==> src/pkg/pad_ctrl_pkg.sv <==
// Package for the port pad-property control block: register map, reset values, carriers.
// Assumes a 32-bit classic Wishbone slave port and 8-pin ports M and J.
`default_nettype none

package pad_ctrl_pkg;

    // Number of pins on each port.
    localparam int PORT_WIDTH = 8;

    // Register index of the port M open-drain select register (printed offset).
    localparam logic [11:0] OPEN_DRAIN_INDEX    = 12'h256;
    // Register indices chosen for registers without a printed offset.
    localparam logic [11:0] M_POLARITY_INDEX    = 12'h257;
    localparam logic [11:0] M_PULL_ENABLE_INDEX = 12'h258;
    localparam logic [11:0] J_PULL_ENABLE_INDEX = 12'h259;
    localparam logic [11:0] J_POLARITY_INDEX    = 12'h25a;
    localparam logic [11:0] M_STATUS_INDEX      = 12'h25b;
    localparam logic [11:0] J_STATUS_INDEX      = 12'h25c;

    // Byte address is four times the register index.
    localparam int ADDR_SHIFT = 2;

    // Reset values.
    localparam logic [7:0] OPEN_DRAIN_RESET    = 8'h00;
    localparam logic [7:0] M_POLARITY_RESET    = 8'h00;
    localparam logic [7:0] M_PULL_ENABLE_RESET = 8'h00;
    localparam logic [7:0] J_PULL_ENABLE_RESET = 8'hff;
    localparam logic [7:0] J_POLARITY_RESET    = 8'h00;

    // Wishbone request carrier.
    typedef struct packed {
        logic        cyc;
        logic        stb;
        logic        we;
        logic [3:0]  sel;
        logic [31:0] adr;
        logic [31:0] dat;
    } wb_req_t;

    // Pad control carrier for one port: output enable (low = drive), output
    // level, pull enable and pull direction (1 = pull-up).
    typedef struct packed {
        logic [7:0] oe_n;
        logic [7:0] out;
        logic [7:0] pull_en;
        logic [7:0] pull_up;
    } pad_ctrl_t;

endpackage : pad_ctrl_pkg

`default_nettype wire

==> src/rtl/pad_bit_ctrl.sv <==
// One pin's pad-property logic: output buffer mode and pull device choice.
// Assumes the function owning the pin supplies direction and level each cycle.
`default_nettype none

module pad_bit_ctrl (
    input  wire logic clk_i,          // System clock.
    input  wire logic rst_i,          // Synchronous reset, active high.
    input  wire logic dir_out_i,      // Pin used as output when high.
    input  wire logic data_i,         // Level to drive from the owning function.
    input  wire logic open_drain_i,   // Open-drain mode select.
    input  wire logic pull_en_i,      // Pull device enable.
    input  wire logic polarity_i,     // 1 selects pull-down, 0 pull-up.
    input  wire logic can_rx_i,       // Pin owned as a CAN receive input.
    output logic      oe_n_o,         // Output enable, low while driving.
    output logic      out_o,          // Output level.
    output logic      pull_en_o,      // Pull device active.
    output logic      pull_up_o       // Pull direction, high for pull-up.
);

    ////////////////////////////////////////////////////////////////////////////
    // Output buffer. Registered so the top outputs come from flip-flops.
    always_ff @(posedge clk_i) begin
        if (rst_i) begin
            oe_n_o <= 1'b1;
            out_o  <= 1'b0;
        end else if (!dir_out_i) begin
            // inputs ignore mode. The buffer stays off for an input.
            oe_n_o <= 1'b1;
            out_o  <= 1'b0;
        end else if (open_drain_i) begin
            // open drain. A high is released rather than driven.
            oe_n_o <= data_i;
            out_o  <= 1'b0;
        end else begin
            // push-pull drive. Both levels are driven.
            oe_n_o <= 1'b0;
            out_o  <= data_i;
        end
    end

    ////////////////////////////////////////////////////////////////////////////
    // Pull device. Pulls act only on inputs, so an output never fights one.
    always_ff @(posedge clk_i) begin
        if (rst_i) begin
            pull_en_o <= 1'b0;
            pull_up_o <= 1'b1;
        end else if (dir_out_i) begin
            pull_en_o <= 1'b0;
            pull_up_o <= 1'b1;
        end else if (can_rx_i) begin
            // CAN pull-up only. Polarity is ignored on a receive input.
            pull_en_o <= pull_en_i;
            pull_up_o <= 1'b1;
        end else begin
            // polarity one pulls down; zero pulls up.
            pull_en_o <= pull_en_i;
            pull_up_o <= ~polarity_i;
        end
    end

endmodule // pad_bit_ctrl

`default_nettype wire

==> src/rtl/port_wb_regs.sv <==
// Register file for the pad-control block, a classic Wishbone slave.
// Assumes 32-bit data; each 8-bit register sits in the low byte lane.
`default_nettype none

module port_wb_regs
    import pad_ctrl_pkg::*;
(
    input  wire logic                    clk_i,         // System clock.
    input  wire logic                    rst_i,         // Synchronous reset, active high.
    input  wire pad_ctrl_pkg::wb_req_t   req_i,         // Bus request.
    input  wire logic [7:0]              m_status_i,    // Port M live pin state.
    input  wire logic [7:0]              j_status_i,    // Port J live pin state.
    output logic [31:0]                  dat_o,         // Read data.
    output logic                         ack_o,         // Acknowledge.
    output logic [7:0]                   open_drain_o,  // Port M open-drain select.
    output logic [7:0]                   m_polarity_o,  // Port M pull polarity.
    output logic [7:0]                   m_pull_en_o,   // Port M pull enable.
    output logic [7:0]                   j_pull_en_o,   // Port J pull enable.
    output logic [7:0]                   j_polarity_o   // Port J pull polarity.
);

    logic [11:0] index;     // Register index from the byte address.
    logic        strobe;    // New request, not a cycle in which ack is high.
    logic        wr_lane;   // Write with the low byte lane enabled.

    assign index   = req_i.adr[11+ADDR_SHIFT:ADDR_SHIFT];
    assign strobe  = req_i.cyc && req_i.stb && !ack_o;
    assign wr_lane = strobe && req_i.we && req_i.sel[0];

    ////////////////////////////////////////////////////////////////////////////
    // Acknowledge one cycle after the request; dropped the cycle after.
    always_ff @(posedge clk_i) begin
        if (rst_i) begin
            ack_o <= 1'b0;
        end else begin
            ack_o <= strobe;
        end
    end

    ////////////////////////////////////////////////////////////////////////////
    // writable at any time. Writes land on the edge that raises ack.
    always_ff @(posedge clk_i) begin
        if (rst_i) begin
            open_drain_o <= OPEN_DRAIN_RESET;
            m_polarity_o <= M_POLARITY_RESET;
            m_pull_en_o  <= M_PULL_ENABLE_RESET;
            j_pull_en_o  <= J_PULL_ENABLE_RESET;
            j_polarity_o <= J_POLARITY_RESET;
        end else if (wr_lane) begin
            if (index == OPEN_DRAIN_INDEX) begin
                open_drain_o <= req_i.dat[7:0];
            end else if (index == M_POLARITY_INDEX) begin
                m_polarity_o <= req_i.dat[7:0];
            end else if (index == M_PULL_ENABLE_INDEX) begin
                m_pull_en_o <= req_i.dat[7:0];
            end else if (index == J_PULL_ENABLE_INDEX) begin
                j_pull_en_o <= req_i.dat[7:0];
            end else if (index == J_POLARITY_INDEX) begin
                j_polarity_o <= req_i.dat[7:0];
            end
        end
    end

    ////////////////////////////////////////////////////////////////////////////
    // Read data, registered with ack. Unmapped addresses read zero.
    always_ff @(posedge clk_i) begin
        if (rst_i) begin
            dat_o <= 32'h0000_0000;
        end else if (strobe && !req_i.we) begin
            if (index == OPEN_DRAIN_INDEX) begin
                dat_o <= {24'h00_0000, open_drain_o};
            end else if (index == M_POLARITY_INDEX) begin
                dat_o <= {24'h00_0000, m_polarity_o};
            end else if (index == M_PULL_ENABLE_INDEX) begin
                dat_o <= {24'h00_0000, m_pull_en_o};
            end else if (index == J_PULL_ENABLE_INDEX) begin
                dat_o <= {24'h00_0000, j_pull_en_o};
            end else if (index == J_POLARITY_INDEX) begin
                dat_o <= {24'h00_0000, j_polarity_o};
            end else if (index == M_STATUS_INDEX) begin
                dat_o <= {24'h00_0000, m_status_i};
            end else if (index == J_STATUS_INDEX) begin
                dat_o <= {24'h00_0000, j_status_i};
            end else begin
                dat_o <= 32'h0000_0000;
            end
        end else begin
            dat_o <= 32'h0000_0000;
        end
    end

endmodule // port_wb_regs

`default_nettype wire

==> src/rtl/port_pad_control.sv <==
// Top of the port pad-property control block for ports M and J.
// Assumes pin directions and levels come from the owning function each cycle,
// already prioritised, and that the pads take enable, level and pull controls.
//
// How it works
// - Controls pin properties per owning function.
// - Polarity one pulls down on GPIO inputs.
// - Polarity zero pulls up, GPIO or CAN.
// - CAN receive input never pulls down.
// - Wired-or set: drive low only.
// - Wired-or clear: drive both levels.
// - Open-drain applies whatever function drives.
// - Wired-or ignored on input pins.
// - Port J input pull follows enable bit.
// - Port J output pins get no pull.
// - Port J pull enables set after reset.
// - Registers readable and writable any time.
// - Port J polarity one pulls down.
//
// Added by the designer: register access over Wishbone.
`default_nettype none

module port_pad_control
    import pad_ctrl_pkg::*;
(
    input  wire logic                      clk_i,          // System clock, 125 MHz.
    input  wire logic                      rst_i,          // Synchronous reset, active high.
    input  wire pad_ctrl_pkg::wb_req_t     wb_req_i,       // Wishbone request.
    output logic [31:0]                    wb_dat_o,       // Wishbone read data.
    output logic                           wb_ack_o,       // Wishbone acknowledge.
    input  wire logic [7:0]                m_gpio_dir_i,   // Port M GPIO direction, 1 = out.
    input  wire logic [7:0]                m_gpio_out_i,   // Port M GPIO output level.
    input  wire logic [7:0]                m_periph_own_i, // Port M pin owned by a peripheral.
    input  wire logic [7:0]                m_periph_dir_i, // Port M peripheral direction.
    input  wire logic [7:0]                m_periph_out_i, // Port M peripheral output level.
    input  wire logic [7:0]                can_receive_input_i, // Port M pin is CAN receive.
    input  wire logic [7:0]                m_pin_i,        // Port M pad input levels.
    input  wire logic [7:0]                j_dir_i,        // Port J direction, 1 = out.
    input  wire logic [7:0]                j_out_i,        // Port J output level.
    input  wire logic [7:0]                j_pin_i,        // Port J pad input levels.
    output pad_ctrl_pkg::pad_ctrl_t        m_pad_o,        // Port M pad controls.
    output pad_ctrl_pkg::pad_ctrl_t        j_pad_o         // Port J pad controls.
);

    ////////////////////////////////////////////////////////////////////////////
    // Register file.

    logic [7:0] open_drain;   // Port M open-drain select.
    logic [7:0] m_polarity;   // Port M pull polarity.
    logic [7:0] m_pull_en;    // Port M pull enable.
    logic [7:0] j_pull_en;    // Port J pull enable.
    logic [7:0] j_polarity;   // Port J pull polarity.
    logic [7:0] m_dir;        // Port M effective direction.
    logic [7:0] m_data;       // Port M effective output level.
    logic [7:0] m_can;        // Port M CAN receive ownership.

    port_wb_regs u_regs (
        .clk_i        (clk_i),
        .rst_i        (rst_i),
        .req_i        (wb_req_i),
        .m_status_i   (m_pin_i),
        .j_status_i   (j_pin_i),
        .dat_o        (wb_dat_o),
        .ack_o        (wb_ack_o),
        .open_drain_o (open_drain),
        .m_polarity_o (m_polarity),
        .m_pull_en_o  (m_pull_en),
        .j_pull_en_o  (j_pull_en),
        .j_polarity_o (j_polarity)
    );

    ////////////////////////////////////////////////////////////////////////////
    // Function selection on port M. A peripheral that owns a pin wins over
    // GPIO; the pad settings then apply the same way to either source, except polarity on a CAN receive pin.

    assign m_dir  = (m_periph_own_i & m_periph_dir_i) | (~m_periph_own_i & m_gpio_dir_i);
    assign m_data = (m_periph_own_i & m_periph_out_i) | (~m_periph_own_i & m_gpio_out_i);
    // A CAN receive pin is an input of the CAN function only.
    assign m_can  = can_receive_input_i & m_periph_own_i;

    ////////////////////////////////////////////////////////////////////////////
    // Per-pin pad logic. Port J has no wired-or control, so it is push-pull.

    genvar g;
    generate
        for (g = 0; g < PORT_WIDTH; g++) begin : g_pin
            pad_bit_ctrl u_m (
                .clk_i        (clk_i),
                .rst_i        (rst_i),
                .dir_out_i    (m_dir[g]),
                .data_i       (m_data[g]),
                .open_drain_i (open_drain[g]),
                .pull_en_i    (m_pull_en[g]),
                .polarity_i   (m_polarity[g]),
                .can_rx_i     (m_can[g]),
                .oe_n_o       (m_pad_o.oe_n[g]),
                .out_o        (m_pad_o.out[g]),
                .pull_en_o    (m_pad_o.pull_en[g]),
                .pull_up_o    (m_pad_o.pull_up[g])
            );

            pad_bit_ctrl u_j (
                .clk_i        (clk_i),
                .rst_i        (rst_i),
                .dir_out_i    (j_dir_i[g]),
                .data_i       (j_out_i[g]),
                .open_drain_i (1'b0),
                .pull_en_i    (j_pull_en[g]),
                .polarity_i   (j_polarity[g]),
                .can_rx_i     (1'b0),
                .oe_n_o       (j_pad_o.oe_n[g]),
                .out_o        (j_pad_o.out[g]),
                .pull_en_o    (j_pad_o.pull_en[g]),
                .pull_up_o    (j_pad_o.pull_up[g])
            );
        end
    endgenerate

endmodule // port_pad_control

`default_nettype wire

==> config.mk <==
export PLATFORM = sky130hd
export DESIGN_NAME = port_pad_control
export DESIGN_NICKNAME = d
export VERILOG_FILES = /design/src/pkg/pad_ctrl_pkg.sv /design/src/rtl/pad_bit_ctrl.sv /design/src/rtl/port_wb_regs.sv /design/src/rtl/port_pad_control.sv
export SDC_FILE = /design/constraint.sdc
export NUM_CORES = 1
export LEC_CHECK = 0
export ABC_AREA = 1
export BUFFER_PORTS_ARGS = -buffer_cell sky130_fd_sc_hd__buf_4
export CORE_UTILIZATION = 40
export DETAILED_ROUTE_END_ITERATION = 6
export PLACE_DENSITY = 0.7
export SLEW_MARGIN = 20
export SYNTH_ARGS = -nofsm -noshare
export SYNTH_HDL_FRONTEND = slang
export SYNTH_SLANG_ARGS = --single-unit
==> constraint.sdc <==
create_clock -name clk_i -period 1.5 [get_ports clk_i]
set_input_delay 0.075 -clock clk_i [delete_from_list [all_inputs] [get_ports clk_i]]
set_output_delay 0.075 -clock clk_i [all_outputs]
set_load 0.01 [all_outputs]
==> impl_results.md <==
- Status: finished clean
- Synthesis-to-finish area growth: 43.6%
- Ys async rst share: 0
- Io pins: 250
- Flop2flop setup slack: roughly 0.046 ns
- Netlist cell types: 32
- Largest net degree at the start of global routing: between 40 and 50
- Critical-path maximum fanout: 8
- Antenna diodes: 0
- Overall Power: roughly 7.7 mW
- Commonest non-fill, non-tap cells in the layout: buf_4, dfxtp_1, nand2_1
- FF-to-FF Start: u_regs.ack_o
- GRT Overall Usage: 0.214
- Setup crit start kind: register
- Slew Viols, Final: 0
- Synthesized area: 5360 um2
- Worst vdd ir: 671 uV
- Gate power share: 0.108
- DRT antenna net count: 0
- Clock sink count: approximately 110
- Part of the Yosys area used for sequential elements: 0.422
- Number of synthesized flops with an enable pin: 0
- Crit path capture type: register
- Via/cell ratio: between 4 and 5
- Clock Tree Root: clkbuf_16
- Critical path startpoint: u_regs.ack_o
- Detail Placement HPWL: between 9 and 10 mm
- Via count: 4957
- Leak: around 3.6 nW
- Fmax: 688 MHz
- Largest cells by area after synthesis: dfxtp_1, buf_4, nand2_1
- Number of CTS-inserted buffers: 17
- Clk_lat worst skew: approximately 0.41 ns
- Pwr dens: 995 nW/um2
- Setup violators final: 0
- Final #Nets: between 1000 and 1500
- Slew @ Worst Pin: roughly 0.50 ns
- Reg2Reg Depth: 7
- Hold Path End: g_pin[1].u_m.pull_en_o
- Maxcap violations: 0
- TritonCTS clock tree: built
- Critical Path, Cell by Cell: nor2_2 > nand4_1 > nor2_4 > buf_6 > nand2_8 > a21oi_2 > o21a_1
- Vias in the first global route: 4661
- CP max stage delay: 0.32 ns
- Initial antenna violation count: 0
- Final Hold Viols: 0
- Clock transition at path regs: ~0.050 ns
- CTS Buffer Depth: 2
- Slowest CP cell: dfxtp_2
- Initial Util: 0.418
- Number of H-tree levels: 4
- Synthesized netlist cell count: just under 700
- Worst-case clock skew: slightly above 0.006 ns
- Commonest non-fill, non-tap cell in the layout: buf_4
- CP Class: register to register
- Seq pwr share: 0.402
- CP Data Arrival Time: 1.81 ns
- Synth warn: 0
- Grt total ovfl: 0
- Int Pwr: approximately 6.0 mW
- Wire per inst: 13.8 um
- DRT Wirelength: between 10 and 15 mm
- Hold Path Stages: 4
- Hold Crit Class: input pin to register
- Synth Flop Type: dfxtp_1
- First-pass GRT wire length: about 23 mm
- Family with the most delay on the worst path: simple AND/OR/NAND/NOR gates
- Worst hold start: m_periph_dir_i[1]
- DIE WIDTH: approximately 120 um
- Fin crit period: 1.45 ns
- Slew headroom: 0.664
- Initial DRC Count: between 200 and 300
- Post-route clock period utilization: 0.969
- Worst path required time: around 1.9 ns
- RSZ-0062 raised after global routing: yes
- RePlAce Congestion: about 0.81
- Syn_area_per_cell: slightly below 8 um2
- Yosys top cell area share: 0.422
- Placed cell area: roughly 6400 um2
- TritonRoute pass-1 iters: 4
- Synth Register Bits: 113
- Die area: ~14000 um2
- R2R Path End: u_regs.m_pull_en_o[4]
- Core Region: 12800 um2
- DRC violations left: 0
- Top cell type by total area after synthesis: dfxtp_1
- I/O Buffers: roughly 180
- Die height: about 120 um
- Clock Power Share: 0.490
- Sw Pwr: around 1.7 mW
- Layout cell share with drive strength beyond 1: 0.308
- Site Rows: 41
- CP bufs+invs: 1
- Sw frac: 0.218
- Post-layout instance area: around 7700 um2
state kept, by name, indices dropped and copies added, names as in the netlist, 8 cells and up:
name	flops
g_pin.u_j.oe_n_o	8
g_pin.u_j.out_o	8
g_pin.u_j.pull_en_o	8
g_pin.u_j.pull_up_o	8
g_pin.u_m.oe_n_o	8
g_pin.u_m.out_o	8
g_pin.u_m.pull_en_o	8
g_pin.u_m.pull_up_o	8
u_regs.dat_o	8
u_regs.j_polarity_o	8
u_regs.j_pull_en_o	8
u_regs.m_polarity_o	8
u_regs.m_pull_en_o	8
u_regs.open_drain_o	8
metrics by stage:
step | setup slack [ns] | TNS (ns) | std cells | hold WS (ns) | utilization
after floorplan | 0.0730 | 0 | 705 | 0.145 | -
after global placement | 0.0353 | 0 | 963 | 0.272 | 0.499
after detailed placement | 0.00296 | 0 | 963 | 0.273 | 0.499
after CTS | 0.0104 | 0 | 1056 | 0.00149 | 0.590
after global routing | -0.0727 | -0.688 | 1062 | 0.0227 | 0.600
final | 0.0461 | 0 | 1062 | 0.0146 | 0.600
synth_stat cells (5+ instances only):
cell type	instances
nor3b_1	8
o21ai_0	30
mux2i_1	16
o2111ai_1	8
dfxtp_1	113
clkbuf_1	14
a21oi_1	36
nor4_1	8
nand2_1	111
buf_4	93
nand3_1	59
o21a_1	8
nor2_4	5
nor2_1	47
inv_1	80
nand4_1	9
worst max path at each step:
stage / cells past startpoint / end
6_report: 7 / u_regs.m_pull_en_o[4]
5_1_grt: 7 / u_regs.j_pull_en_o[5]
4_1_cts: 7 / u_regs.m_pull_en_o[4]
3_5_place_dp: 7 / u_regs.m_pull_en_o[4]
3_3_place_gp: 7 / u_regs.j_pull_en_o[6]
2_1_floorplan: 8 / u_regs.j_polarity_o[5]
cells by family (layout without fill, tap and decap cells):
group	Yosys count	count (layout)	share of synthesized area
other	1	24	0.000699
buffers and inverters	197	380	0.208
DFF	113	113	0.422
and+or+nand+nor	267	269	0.244
AOI/OAI and AO/OA	88	88	0.0957
muxes	16	16	0.0299
layer usage:
| layer | up-vias | wire, um | GRT usage |
|---|---|---|---|
| li1 | 2488 | - | - |
| met5 | - | 0 | 0 |
| met4 | 0 | 304 | 0.0873 |
| met3 | 28 | 1020 | 0.0591 |
| met1 | 2217 | 6060 | 0.245 |
| met2 | 224 | 7290 | 0.372 |
layout make-up:
class                   instances  area (um2)
clock buffers                  27         513
multi-input cells             397        2170
fillers                      1131        5120
inverters                      84         315
clock inverters                 5        50.0
well taps                     172         215
flip-flops and latches        113        2260
repair buffers                264        2180
power by group through the flow:
stage / sequential, mW / clock, mW / combinational [mW]
2_1_floorplan: 3.14 / 0 / 0.396
3_3_place_gp: 3.14 / 0 / 0.662
3_5_place_dp: 3.14 / 0 / 0.669
4_1_cts: 3.08 / 3.82 / 0.805
5_1_grt: 3.08 / 3.96 / 0.895
6_report: 3.08 / 3.75 / 0.829
worst register-to-register path: stages, from the launching register on:
cell	delay [ns]
dfxtp_2	0.32
nor2_2	0.09
nand4_1	0.19
nor2_4	0.23
buf_6	0.18
nand2_8	0.10
a21oi_2	0.16
o21a_1	0.13
repair_timing:
item,in CTS,in global routing
pin swaps,1,10
setup endpoints to repair,3,24
buffers inserted,0,4
hold buffers,61,0
gates resized for setup,0,21
hold endpoints to repair,86,0
gates cloned,0,2
Power figures use the tool's default switching activity.
